$ cat src/hw/brs_map.svh
`ifndef BRS_MAP_SVH
`define BRS_MAP_SVH

// Register byte offsets
`define BRS_OFS_SLEEP_GATES 8'h64
`define BRS_OFS_BDCTL 8'h70
`define BRS_OFS_RSTCK 8'h74
`define BRS_OFS_SSCTL 8'h80

// Reset values and writable masks
`define BRS_RST_SLEEP_GATES 32'h0477_7f33
`define BRS_MASK_SLEEP_GATES 32'h0477_7f33
`define BRS_RST_RSTCK 32'h0e00_0000
`define BRS_RST_CAUSE 7'h07

// Backup domain control fields
`define BRS_BD_BKP_RST 16
`define BRS_BD_RTC_EN 15
`define BRS_BD_RTC_SRC_LO 8
`define BRS_BD_DRIVE_LO 3
`define BRS_BD_BYPASS 2
`define BRS_BD_XTAL_STB 1
`define BRS_BD_XTAL_EN 0

// Reset cause and slow oscillator fields
`define BRS_RC_FLAGS_LO 25
`define BRS_RC_FLAGS_CLR 24
`define BRS_RC_OSC_STB 1
`define BRS_RC_OSC_EN 0

// Spread spectrum control fields
`define BRS_SS_ON 31
`define BRS_SS_DOWN 30
`define BRS_SS_STEP_LO 13
`define BRS_SS_CNT_LO 0

// Bus answers
`define BRS_RESP_OKAY 2'b00
`define BRS_RESP_SLVERR 2'b10

`endif

$ cat src/hw/brs_pkg.sv
package brs_pkg;

  typedef enum logic [1:0] {
    BRS_RTC_NONE = 2'b00,
    BRS_RTC_SLOW_XTAL = 2'b01,
    BRS_RTC_INT_OSC = 2'b10,
    BRS_RTC_FAST_DIV = 2'b11
  } brs_rtc_src_e;

  typedef enum logic [0:0] {
    BRS_WR_COLLECT = 1'b0,
    BRS_WR_RESP = 1'b1
  } brs_wr_state_e;

  typedef struct packed {
    logic bkp_rst;
    logic rtc_en;
    brs_rtc_src_e rtc_src;
    logic [1:0] drive;
    logic bypass;
    logic xtal_en;
  } brs_backup_s;

  typedef struct packed {
    logic on;
    logic down;
    logic [14:0] step;
    logic [12:0] count;
  } brs_spread_s;

endpackage

$ cat src/hw/brs_backup_reset_regs.sv
// Register access over AXI4-Lite is this design's own decision.
`timescale 1ns/1ps
`include "brs_map.svh"

// Notes on behaviour
// - Sleep gate bit 1 keeps a peripheral clock running in sleep.
// - Backup control bits clear only on backup domain reset.
// - Protected backup bits are written only while backup write unlock is high; the backup reset bit clears them with or without it.
// - Backup reset bit holds the whole backup domain in reset.
// - RTC clock gate bit passes or stops the selected RTC clock.
// - RTC source: none, slow crystal, internal oscillator, divided fast crystal.
// - A nonzero RTC source stays fixed until backup domain reset.
// - Two bits set slow crystal drive, zero after backup reset.
// - Bypass bit feeds an external clock instead of the crystal.
// - Slow crystal enable bit; stable flag follows the oscillator.
// - Each reset kind sets its own sticky cause flag.
// - Writing one to the clear bit wipes all seven flags.
// - Flags reset by power reset; clear and osc enable by system.
// - Internal oscillator enable bit; stable flag follows that oscillator.
// - Spread spectrum drives only the main PLL.
// - Spread on bit turns main PLL modulation on or off.
// - Profile bit picks centre spread or down spread.
module brs_backup_reset_regs (
  input wire logic REF_CLK,
  input wire logic RST_N,
  input wire logic POR_N,
  input wire logic BKP_POR_N,
  input wire logic [7:0] S_AXI_AWADDR,
  input wire logic S_AXI_AWVALID,
  output logic S_AXI_AWREADY,
  input wire logic [31:0] S_AXI_WDATA,
  input wire logic [3:0] S_AXI_WSTRB,
  input wire logic S_AXI_WVALID,
  output logic S_AXI_WREADY,
  output logic [1:0] S_AXI_BRESP,
  output logic S_AXI_BVALID,
  input wire logic S_AXI_BREADY,
  input wire logic [7:0] S_AXI_ARADDR,
  input wire logic S_AXI_ARVALID,
  output logic S_AXI_ARREADY,
  output logic [31:0] S_AXI_RDATA,
  output logic [1:0] S_AXI_RRESP,
  output logic S_AXI_RVALID,
  input wire logic S_AXI_RREADY,
  input wire logic BACKUP_WRITE_UNLOCK,
  input wire logic SLEEP_MODE,
  input wire logic [6:0] RESET_CAUSE,
  input wire logic SLOW_XTAL_READY,
  input wire logic INT_SLOW_OSC_READY,
  input wire logic SLOW_CRYSTAL_CLOCK,
  input wire logic INTERNAL_SLOW_OSC_CLOCK,
  input wire logic FAST_CRYSTAL_DIV_CLOCK,
  output logic [31:0] PERIPH_CLK_RUN,
  output brs_pkg::brs_backup_s BACKUP_CTRL,
  output logic BACKUP_DOMAIN_RESET,
  output logic INTERNAL_SLOW_OSC_ENABLE,
  output brs_pkg::brs_spread_s MAIN_PLL_SPREAD,
  output logic RTC_CLOCK
);
  import brs_pkg::*;

  brs_wr_state_e wr_state;
  logic aw_held;
  logic w_held;
  logic [7:0] aw_addr_q;
  logic [31:0] w_data_q;
  logic [3:0] w_strb_q;
  logic aw_take;
  logic w_take;
  logic wr_fire;
  logic [7:0] wr_addr;
  logic [31:0] wr_data;
  logic [3:0] wr_strb;
  logic [31:0] sleep_gates;
  logic [31:0] next_run;
  brs_backup_s bkp;
  logic [6:0] cause_flags;
  logic flags_clr;
  logic osc_en;
  brs_spread_s spread;
  logic [1:0] rdy_meta;
  logic [1:0] rdy_sync;
  logic [31:0] gate_read;
  logic [31:0] bd_read;
  logic [31:0] rc_read;
  logic [31:0] ss_read;
  logic [31:0] rd_mux;
  logic rd_hit;
  logic wr_hit;
  logic gate_wr;
  logic bd_wr;
  logic rc_wr;
  logic ss_wr;
  logic flags_clr_pulse;
  logic [31:0] gate_word;
  logic [31:0] bd_word;
  logic [31:0] rc_word;
  logic [31:0] ss_word;

  // Byte-lane merge of a write into the current register value
  function automatic logic [31:0] merge_lanes(
    input logic [31:0] old,
    input logic [31:0] data,
    input logic [3:0] strb
  );
    logic [31:0] m;
    for (int i = 0; i < 4; i++) begin
      m[i*8 +: 8] = {8{strb[i]}};
    end
    return (old & ~m) | (data & m);
  endfunction

  // Word-aligned register decode
  function automatic logic addr_hit(input logic [7:0] a);
    logic [7:0] w;
    w = {a[7:2], 2'b00};
    return (w == `BRS_OFS_SLEEP_GATES) || (w == `BRS_OFS_BDCTL) ||
      (w == `BRS_OFS_RSTCK) || (w == `BRS_OFS_SSCTL);
  endfunction

  // Write channel handshake; address and data taken in either order
  assign S_AXI_AWREADY = (wr_state == BRS_WR_COLLECT) & ~aw_held;
  assign S_AXI_WREADY = (wr_state == BRS_WR_COLLECT) & ~w_held;
  assign aw_take = S_AXI_AWVALID & S_AXI_AWREADY;
  assign w_take = S_AXI_WVALID & S_AXI_WREADY;
  assign wr_fire = (wr_state == BRS_WR_COLLECT) &
    (aw_held | aw_take) & (w_held | w_take);
  assign wr_addr = aw_held ? aw_addr_q : S_AXI_AWADDR;
  assign wr_data = w_held ? w_data_q : S_AXI_WDATA;
  assign wr_strb = w_held ? w_strb_q : S_AXI_WSTRB;
  assign wr_hit = addr_hit(wr_addr);

  // Write channel state and response
  always_ff @(posedge REF_CLK or negedge RST_N) begin
    if (!RST_N) begin
      wr_state <= BRS_WR_COLLECT;
      aw_held <= 1'b0;
      w_held <= 1'b0;
      aw_addr_q <= 8'h00;
      w_data_q <= 32'h0000_0000;
      w_strb_q <= 4'h0;
      S_AXI_BVALID <= 1'b0;
      S_AXI_BRESP <= `BRS_RESP_OKAY;
    end else begin
      case (wr_state)
        BRS_WR_COLLECT: begin
          if (wr_fire) begin
            wr_state <= BRS_WR_RESP;
            aw_held <= 1'b0;
            w_held <= 1'b0;
            S_AXI_BVALID <= 1'b1;
            S_AXI_BRESP <= wr_hit ? `BRS_RESP_OKAY : `BRS_RESP_SLVERR;
          end else begin
            if (aw_take) begin
              aw_held <= 1'b1;
              aw_addr_q <= S_AXI_AWADDR;
            end
            if (w_take) begin
              w_held <= 1'b1;
              w_data_q <= S_AXI_WDATA;
              w_strb_q <= S_AXI_WSTRB;
            end
          end
        end
        BRS_WR_RESP: begin
          if (S_AXI_BREADY) begin
            wr_state <= BRS_WR_COLLECT;
            S_AXI_BVALID <= 1'b0;
          end
        end
        default: begin
          wr_state <= BRS_WR_COLLECT;
          S_AXI_BVALID <= 1'b0;
        end
      endcase
    end
  end

  // Per-register write strobes and merged words
  assign gate_wr = wr_fire & ({wr_addr[7:2], 2'b00} == `BRS_OFS_SLEEP_GATES);
  assign bd_wr = wr_fire & ({wr_addr[7:2], 2'b00} == `BRS_OFS_BDCTL);
  assign rc_wr = wr_fire & ({wr_addr[7:2], 2'b00} == `BRS_OFS_RSTCK);
  assign ss_wr = wr_fire & ({wr_addr[7:2], 2'b00} == `BRS_OFS_SSCTL);
  assign gate_word = merge_lanes(gate_read, wr_data, wr_strb);
  assign bd_word = merge_lanes(bd_read, wr_data, wr_strb);
  assign rc_word = merge_lanes(rc_read, wr_data, wr_strb);
  assign ss_word = merge_lanes(ss_read, wr_data, wr_strb);
  assign flags_clr_pulse = rc_wr & wr_strb[3] &
    wr_data[`BRS_RC_FLAGS_CLR];

  // Oscillator ready levels come from analog, two-stage synchroniser
  always_ff @(posedge REF_CLK or negedge RST_N) begin
    if (!RST_N) begin
      rdy_meta <= 2'b00;
      rdy_sync <= 2'b00;
    end else begin
      rdy_meta <= {INT_SLOW_OSC_READY, SLOW_XTAL_READY};
      rdy_sync <= rdy_meta;
    end
  end

  // Sleep gate bits, reserved positions held at zero
  always_ff @(posedge REF_CLK or negedge RST_N) begin
    if (!RST_N) begin
      sleep_gates <= `BRS_RST_SLEEP_GATES;
    end else if (gate_wr) begin
      sleep_gates <= gate_word & `BRS_MASK_SLEEP_GATES;
    end
  end

  // Per-peripheral run enable: awake, or gate bit set
  for (genvar i = 0; i < 32; i++) begin : g_run
    assign next_run[i] = ~SLEEP_MODE | sleep_gates[i];
  end

  // Registered run enables
  always_ff @(posedge REF_CLK or negedge RST_N) begin
    if (!RST_N) begin
      PERIPH_CLK_RUN <= 32'hffff_ffff;
    end else begin
      PERIPH_CLK_RUN <= next_run;
    end
  end

  // Backup domain: only backup power-up or backup reset bit clears it
  always_ff @(posedge REF_CLK or negedge BKP_POR_N) begin
    if (!BKP_POR_N) begin
      bkp <= '0;
    end else begin
      if (bd_wr) begin
        bkp.bkp_rst <= bd_word[`BRS_BD_BKP_RST];
      end
      if (bkp.bkp_rst) begin
        bkp.rtc_en <= 1'b0;
        bkp.rtc_src <= BRS_RTC_NONE;
        bkp.drive <= 2'b00;
        bkp.bypass <= 1'b0;
        bkp.xtal_en <= 1'b0;
      end else if (bd_wr) begin
        bkp.drive <= bd_word[`BRS_BD_DRIVE_LO +: 2];
        if (BACKUP_WRITE_UNLOCK) begin
          bkp.rtc_en <= bd_word[`BRS_BD_RTC_EN];
          bkp.bypass <= bd_word[`BRS_BD_BYPASS];
          bkp.xtal_en <= bd_word[`BRS_BD_XTAL_EN];
          if (bkp.rtc_src == BRS_RTC_NONE) begin
            bkp.rtc_src <= brs_rtc_src_e'(
              bd_word[`BRS_BD_RTC_SRC_LO +: 2]);
          end
        end
      end
    end
  end

  assign BACKUP_CTRL = bkp;
  assign BACKUP_DOMAIN_RESET = bkp.bkp_rst;

  // Cause flags survive system reset; new causes beat a clear
  always_ff @(posedge REF_CLK or negedge POR_N) begin
    if (!POR_N) begin
      cause_flags <= `BRS_RST_CAUSE;
    end else begin
      cause_flags <= (cause_flags & ~{7{flags_clr_pulse}}) |
        RESET_CAUSE;
    end
  end

  // Clear bit and internal oscillator enable on system reset
  always_ff @(posedge REF_CLK or negedge RST_N) begin
    if (!RST_N) begin
      flags_clr <= 1'b0;
      osc_en <= 1'b0;
    end else if (rc_wr) begin
      flags_clr <= rc_word[`BRS_RC_FLAGS_CLR];
      osc_en <= rc_word[`BRS_RC_OSC_EN];
    end
  end

  assign INTERNAL_SLOW_OSC_ENABLE = osc_en;

  // Spread spectrum settings; software keeps PLL off while writing
  always_ff @(posedge REF_CLK or negedge RST_N) begin
    if (!RST_N) begin
      spread <= '0;
    end else if (ss_wr) begin
      spread.on <= ss_word[`BRS_SS_ON];
      spread.down <= ss_word[`BRS_SS_DOWN];
      spread.step <= ss_word[`BRS_SS_STEP_LO +: 15];
      spread.count <= ss_word[`BRS_SS_CNT_LO +: 13];
    end
  end

  // Only the main PLL sees the modulation settings
  assign MAIN_PLL_SPREAD = spread;

  // Read-back words, reserved bits zero
  always_comb begin
    gate_read = sleep_gates;
    bd_read = 32'h0000_0000;
    bd_read[`BRS_BD_BKP_RST] = bkp.bkp_rst;
    bd_read[`BRS_BD_RTC_EN] = bkp.rtc_en;
    bd_read[`BRS_BD_RTC_SRC_LO +: 2] = bkp.rtc_src;
    bd_read[`BRS_BD_DRIVE_LO +: 2] = bkp.drive;
    bd_read[`BRS_BD_BYPASS] = bkp.bypass;
    bd_read[`BRS_BD_XTAL_STB] = rdy_sync[0];
    bd_read[`BRS_BD_XTAL_EN] = bkp.xtal_en;
    rc_read = 32'h0000_0000;
    rc_read[`BRS_RC_FLAGS_LO +: 7] = cause_flags;
    rc_read[`BRS_RC_FLAGS_CLR] = flags_clr;
    rc_read[`BRS_RC_OSC_STB] = rdy_sync[1];
    rc_read[`BRS_RC_OSC_EN] = osc_en;
    ss_read = 32'h0000_0000;
    ss_read[`BRS_SS_ON] = spread.on;
    ss_read[`BRS_SS_DOWN] = spread.down;
    ss_read[`BRS_SS_STEP_LO +: 15] = spread.step;
    ss_read[`BRS_SS_CNT_LO +: 13] = spread.count;
  end

  // Read address decode
  always_comb begin
    rd_hit = 1'b1;
    case ({S_AXI_ARADDR[7:2], 2'b00})
      `BRS_OFS_SLEEP_GATES: rd_mux = gate_read;
      `BRS_OFS_BDCTL: rd_mux = bd_read;
      `BRS_OFS_RSTCK: rd_mux = rc_read;
      `BRS_OFS_SSCTL: rd_mux = ss_read;
      default: begin
        rd_mux = 32'h0000_0000;
        rd_hit = 1'b0;
      end
    endcase
  end

  assign S_AXI_ARREADY = ~S_AXI_RVALID;

  // Read channel, one cycle from address to data
  always_ff @(posedge REF_CLK or negedge RST_N) begin
    if (!RST_N) begin
      S_AXI_RVALID <= 1'b0;
      S_AXI_RDATA <= 32'h0000_0000;
      S_AXI_RRESP <= `BRS_RESP_OKAY;
    end else if (S_AXI_ARVALID & S_AXI_ARREADY) begin
      S_AXI_RVALID <= 1'b1;
      S_AXI_RDATA <= rd_mux;
      S_AXI_RRESP <= rd_hit ? `BRS_RESP_OKAY : `BRS_RESP_SLVERR;
    end else if (S_AXI_RREADY) begin
      S_AXI_RVALID <= 1'b0;
    end
  end

  // RTC clock selection and gate
  brs_rtc_clock_gate u_rtc_gate (
    .sel(bkp.rtc_src),
    .en(bkp.rtc_en),
    .slow_crystal_clock(SLOW_CRYSTAL_CLOCK),
    .internal_slow_osc_clock(INTERNAL_SLOW_OSC_CLOCK),
    .fast_crystal_div_clock(FAST_CRYSTAL_DIV_CLOCK),
    .rtc_clock(RTC_CLOCK)
  );
endmodule

$ cat src/hw/brs_rtc_clock_gate.sv
`timescale 1ns/1ps

module brs_rtc_clock_gate (
  input wire logic [1:0] sel,
  input wire logic en,
  input wire logic slow_crystal_clock,
  input wire logic internal_slow_osc_clock,
  input wire logic fast_crystal_div_clock,
  output logic rtc_clock
);
  import brs_pkg::*;

  // Source mux; select moves only on first selection from none or at backup reset, so no glitch guard
  always_comb begin
    case (brs_rtc_src_e'(sel))
      BRS_RTC_NONE: rtc_clock = 1'b0;
      BRS_RTC_SLOW_XTAL: rtc_clock = en & slow_crystal_clock;
      BRS_RTC_INT_OSC: rtc_clock = en & internal_slow_osc_clock;
      BRS_RTC_FAST_DIV: rtc_clock = en & fast_crystal_div_clock;
      default: rtc_clock = 1'b0;
    endcase
  end

endmodule

$ cat config.mk
export PLATFORM = sky130hd
export DESIGN_NAME = brs_backup_reset_regs
export DESIGN_NICKNAME = d
export VERILOG_FILES = /design/src/hw/brs_pkg.sv /design/src/hw/brs_backup_reset_regs.sv /design/src/hw/brs_rtc_clock_gate.sv
export VERILOG_INCLUDE_DIRS = /design/src /design/src/hw
export SDC_FILE = /design/constraint.sdc
export NUM_CORES = 1
export LEC_CHECK = 0
export BUFFER_PORTS_ARGS = -buffer_cell sky130_fd_sc_hd__buf_2
export CAP_MARGIN = 25
export CORE_MARGIN = 2
export CORE_UTILIZATION = 30
export CTS_CLUSTER_DIAMETER = 80
export DETAILED_ROUTE_END_ITERATION = 6
export PLACE_DENSITY_LB_ADDON = 0.25
export SYNTH_ARGS = -nofsm -noshare
export SYNTH_HDL_FRONTEND = slang
export SYNTH_SLANG_ARGS = --single-unit
$ cat constraint.sdc
create_clock -name REF_CLK -period 2.9 [get_ports REF_CLK]
set_input_delay 0.145 -clock REF_CLK [delete_from_list [all_inputs] [get_ports REF_CLK]]
set_output_delay 0.145 -clock REF_CLK [all_outputs]
set_load 0.02 [all_outputs]
==> run metrics <==
period utilization=84.47%; fmax=about 0.41 GHz; flops & latches, synth=167; Final Setup Violations=0; final cell count without fillers=approximately 1100; Ports=189; final antenna-violating net count=0; hold_sp=S_AXI_AWADDR[5]; vias in the first global route=5462; clock sinks=167; HP Class=in2reg; Setup WS post-layout=around 0.45 ns; TritonCTS Buffers=17; Tightest Pin Transition=0.8090 ns; GR Util met1=21.17%; outcome=finished, final reports clean; CTS max path bufs=2; Slowest-stage cell, CP=or4_1; layout cells sized above 1=49.82%; fill count=approximately 2400; final clock skew=about 0.015 ns; Max Slew Vio Count=0; Critical Path Source=aw_held; Most Crowded Layer GR=met2; crit-path max cell delay=0.81 ns; Leakage=between 4 and 5 nW; M3 GR Usage=under 10%; FFs w/ async S/R, synth=100.0%; H-tree depth=4; r2r startpoint=aw_held; CP endpoint kind=flop; Reg area=about 4200 µm²; Placed Cells=between 1000 and 1500; total negative setup slack=0 ns; Design Area, Final=9753 µm²; global-route wire length before repair=31.37 mm; Iter 0 DRT Violations=286; endpoints failing hold=0; Root Driver=clkbuf_16; Vias/cell=between 4 and 5; Worst Path Required=around 3.2 ns; # diodes=0; VDD IR max=0.3746 mV; R2R Setup Slk=0.45 ns; GRT met2 Usage=26.02%; Max Cap Violations=0; clk slew on worst S/H paths=0.06 ns; CTS tree=done; final net count=877; Initial Utilization=30.55%; Setup Crit Path Kind=reg2reg; total routed wirelength=around 20 mm; Post-synth EDFFs=0; Residual DRC=0; register area share after synthesis=57.08%; core footprint=24250 µm²; Hold-fix buffers, CTS=50; Final Critical Period=~2.4 ns; post-synth cell types=55; unrepaired setup endpoints after global routing=no; routed wire length per instance=17.53 µm; die area=25970 µm²; largest net degree at the start of global routing=77; All-Layer GR Usage=between 15 and 20%; worst-path fanout max=14; area taken by multi-input logic gates=roughly 2900 µm²; synth warn=0; slew margin rel.=approximately 46%; Synth Area per Inst=12.75 µm²; Die W=161.1 µm; critical-path cell list=nor3b_2, o221ai_2, or4_1, mux2_4; clock latency on the worst-skew pair=between 0.4 and 0.5 ns; initial antenna violation count=0; total gr overflow=0; first-pass detailed-route iteration total=4; Primary FF master, synth=dfrtp_1; PostCTS Resize Cnt=0; HPWL Detailed=14.04 mm; PD cells=832.7 nW/µm²; row count=57; most common cell after layout, fill and taps aside=buf_2; arrival time of the worst setup path=2.79 ns; I/O Buffers=between 150 and 200; Startpoint Class=flop; Syn Std Cell Area=7408 µm²; setup bufs post-CTS=0; Synth Instances=581; GPL Wtd Cong=0.7549; most frequent cells in the layout=buf_2 (179), dfrtp_1 (126), mux2_2 (110); Die Ht=161.1 µm; DR vias=roughly 5300; pre-CTS WS=around 0.45 ns; placed instance area=8640 µm²; Area growth, synth to finish=31.65%
==> through the flow <==
stage,total power [W],utilization (%),hold WS [ns]
2_1_floorplan,0.005003,-,-0.1506
5_1_grt,0.008588,40.22,0.02334
6_report,0.008121,40.22,0.03407
3_3_place_gp,0.005737,35.52,-0.004088
4_1_cts,0.008229,40.22,0.005767
3_5_place_dp,0.005774,35.63,-0.01179
==> cells in the mapped netlist (all sizes together), types with 2 or more instances <==
cell | instances | area share (%)
nor3 | 7 | 0.81
nand2b | 18 | 1.5
a21o | 7 | 0.71
a211o | 2 | 0.24
a211oi | 4 | 0.47
a22oi | 22 | 2.2
and2 | 3 | 0.29
a21oi | 7 | 0.47
a2bb2oi | 2 | 0.24
dfstp | 40 | 14
o21ai | 37 | 2.5
mux2i | 5 | 0.68
nand3b | 5 | 0.51
inv | 11 | 0.56
a222oi | 5 | 0.68
mux2 | 123 | 19
clkbuf | 16 | 0.81
and3b | 3 | 0.35
buf | 29 | 2.7
nor3b | 8 | 0.88
or4 | 4 | 0.41
nand2 | 46 | 2.3
nor2 | 15 | 0.76
nor4 | 2 | 0.17
dfrtp | 127 | 43
and3 | 3 | 0.25
nand3 | 5 | 0.34
o22ai | 4 | 0.34
a31oi | 4 | 0.34
==> power by group <==
group / total [W] / switching, W / leakage [nW] / internal, W
combinational: 0.00230 / 0.00119 / 2.18 / 0.00111
sequential: 0.00346 / 0.000457 / 2.05 / 0.00300
clock: 0.00236 / 0.000973 / 0.285 / 0.00139
total: 0.00812 / 0.00262 / 4.51 / 0.00551
==> critical path, delay by kind of cell, from the launching register on <==
family | cells | cell delay [ns]
compound gates | 1 | 0.26
simple gates | 2 | 1.15
flops | 1 | 0.57
mux | 1 | 0.39
==> layer usage <==
metal	up-vias	wire, µm
met2	138	9717
met5	-	0
met3	15	951
li1	2516	-
met4	0	158
met1	2626	9134
==> final cells by class <==
| type | count | area share [%] |
|---|---|---|
| Multi-Input combinational cell | 359 | 29.76 |
| Clock buffer | 19 | 4.541 |
| Inverter | 11 | 0.4233 |
| Sequential cell | 167 | 43.37 |
| Clock inverter | 13 | 1.745 |
| Timing Repair Buffer | 246 | 16.00 |
| Tap cell | 324 | 4.157 |
==> cells by family after synthesis <==
kind of cell,count (synthesis),synth area share [%]
buffers and inverters,56,4.020
flip-flops,167,57.09
multiplexers,128,20.03
AO/OA/AOI/OAI,105,9.559
AND/OR/NAND/NOR,124,9.255
other,1,0.05062
==> path summary, 6_finish.rpt <==
| path | end | cells past startpoint |
|---|---|---|
| setup / recovery | flop | 4 |
| max in group asynchronous | asynchronous set/reset pin | 3 |
| hold reg to reg | rdy_sync[0] | 0 |
| setup reg to reg | flop | 4 |
| hold / removal | aw_addr_q[5] | 2 |
| min in group asynchronous | cause_flags[6] | 2 |
No activity file was read; power rests on OpenSTA's default activity.
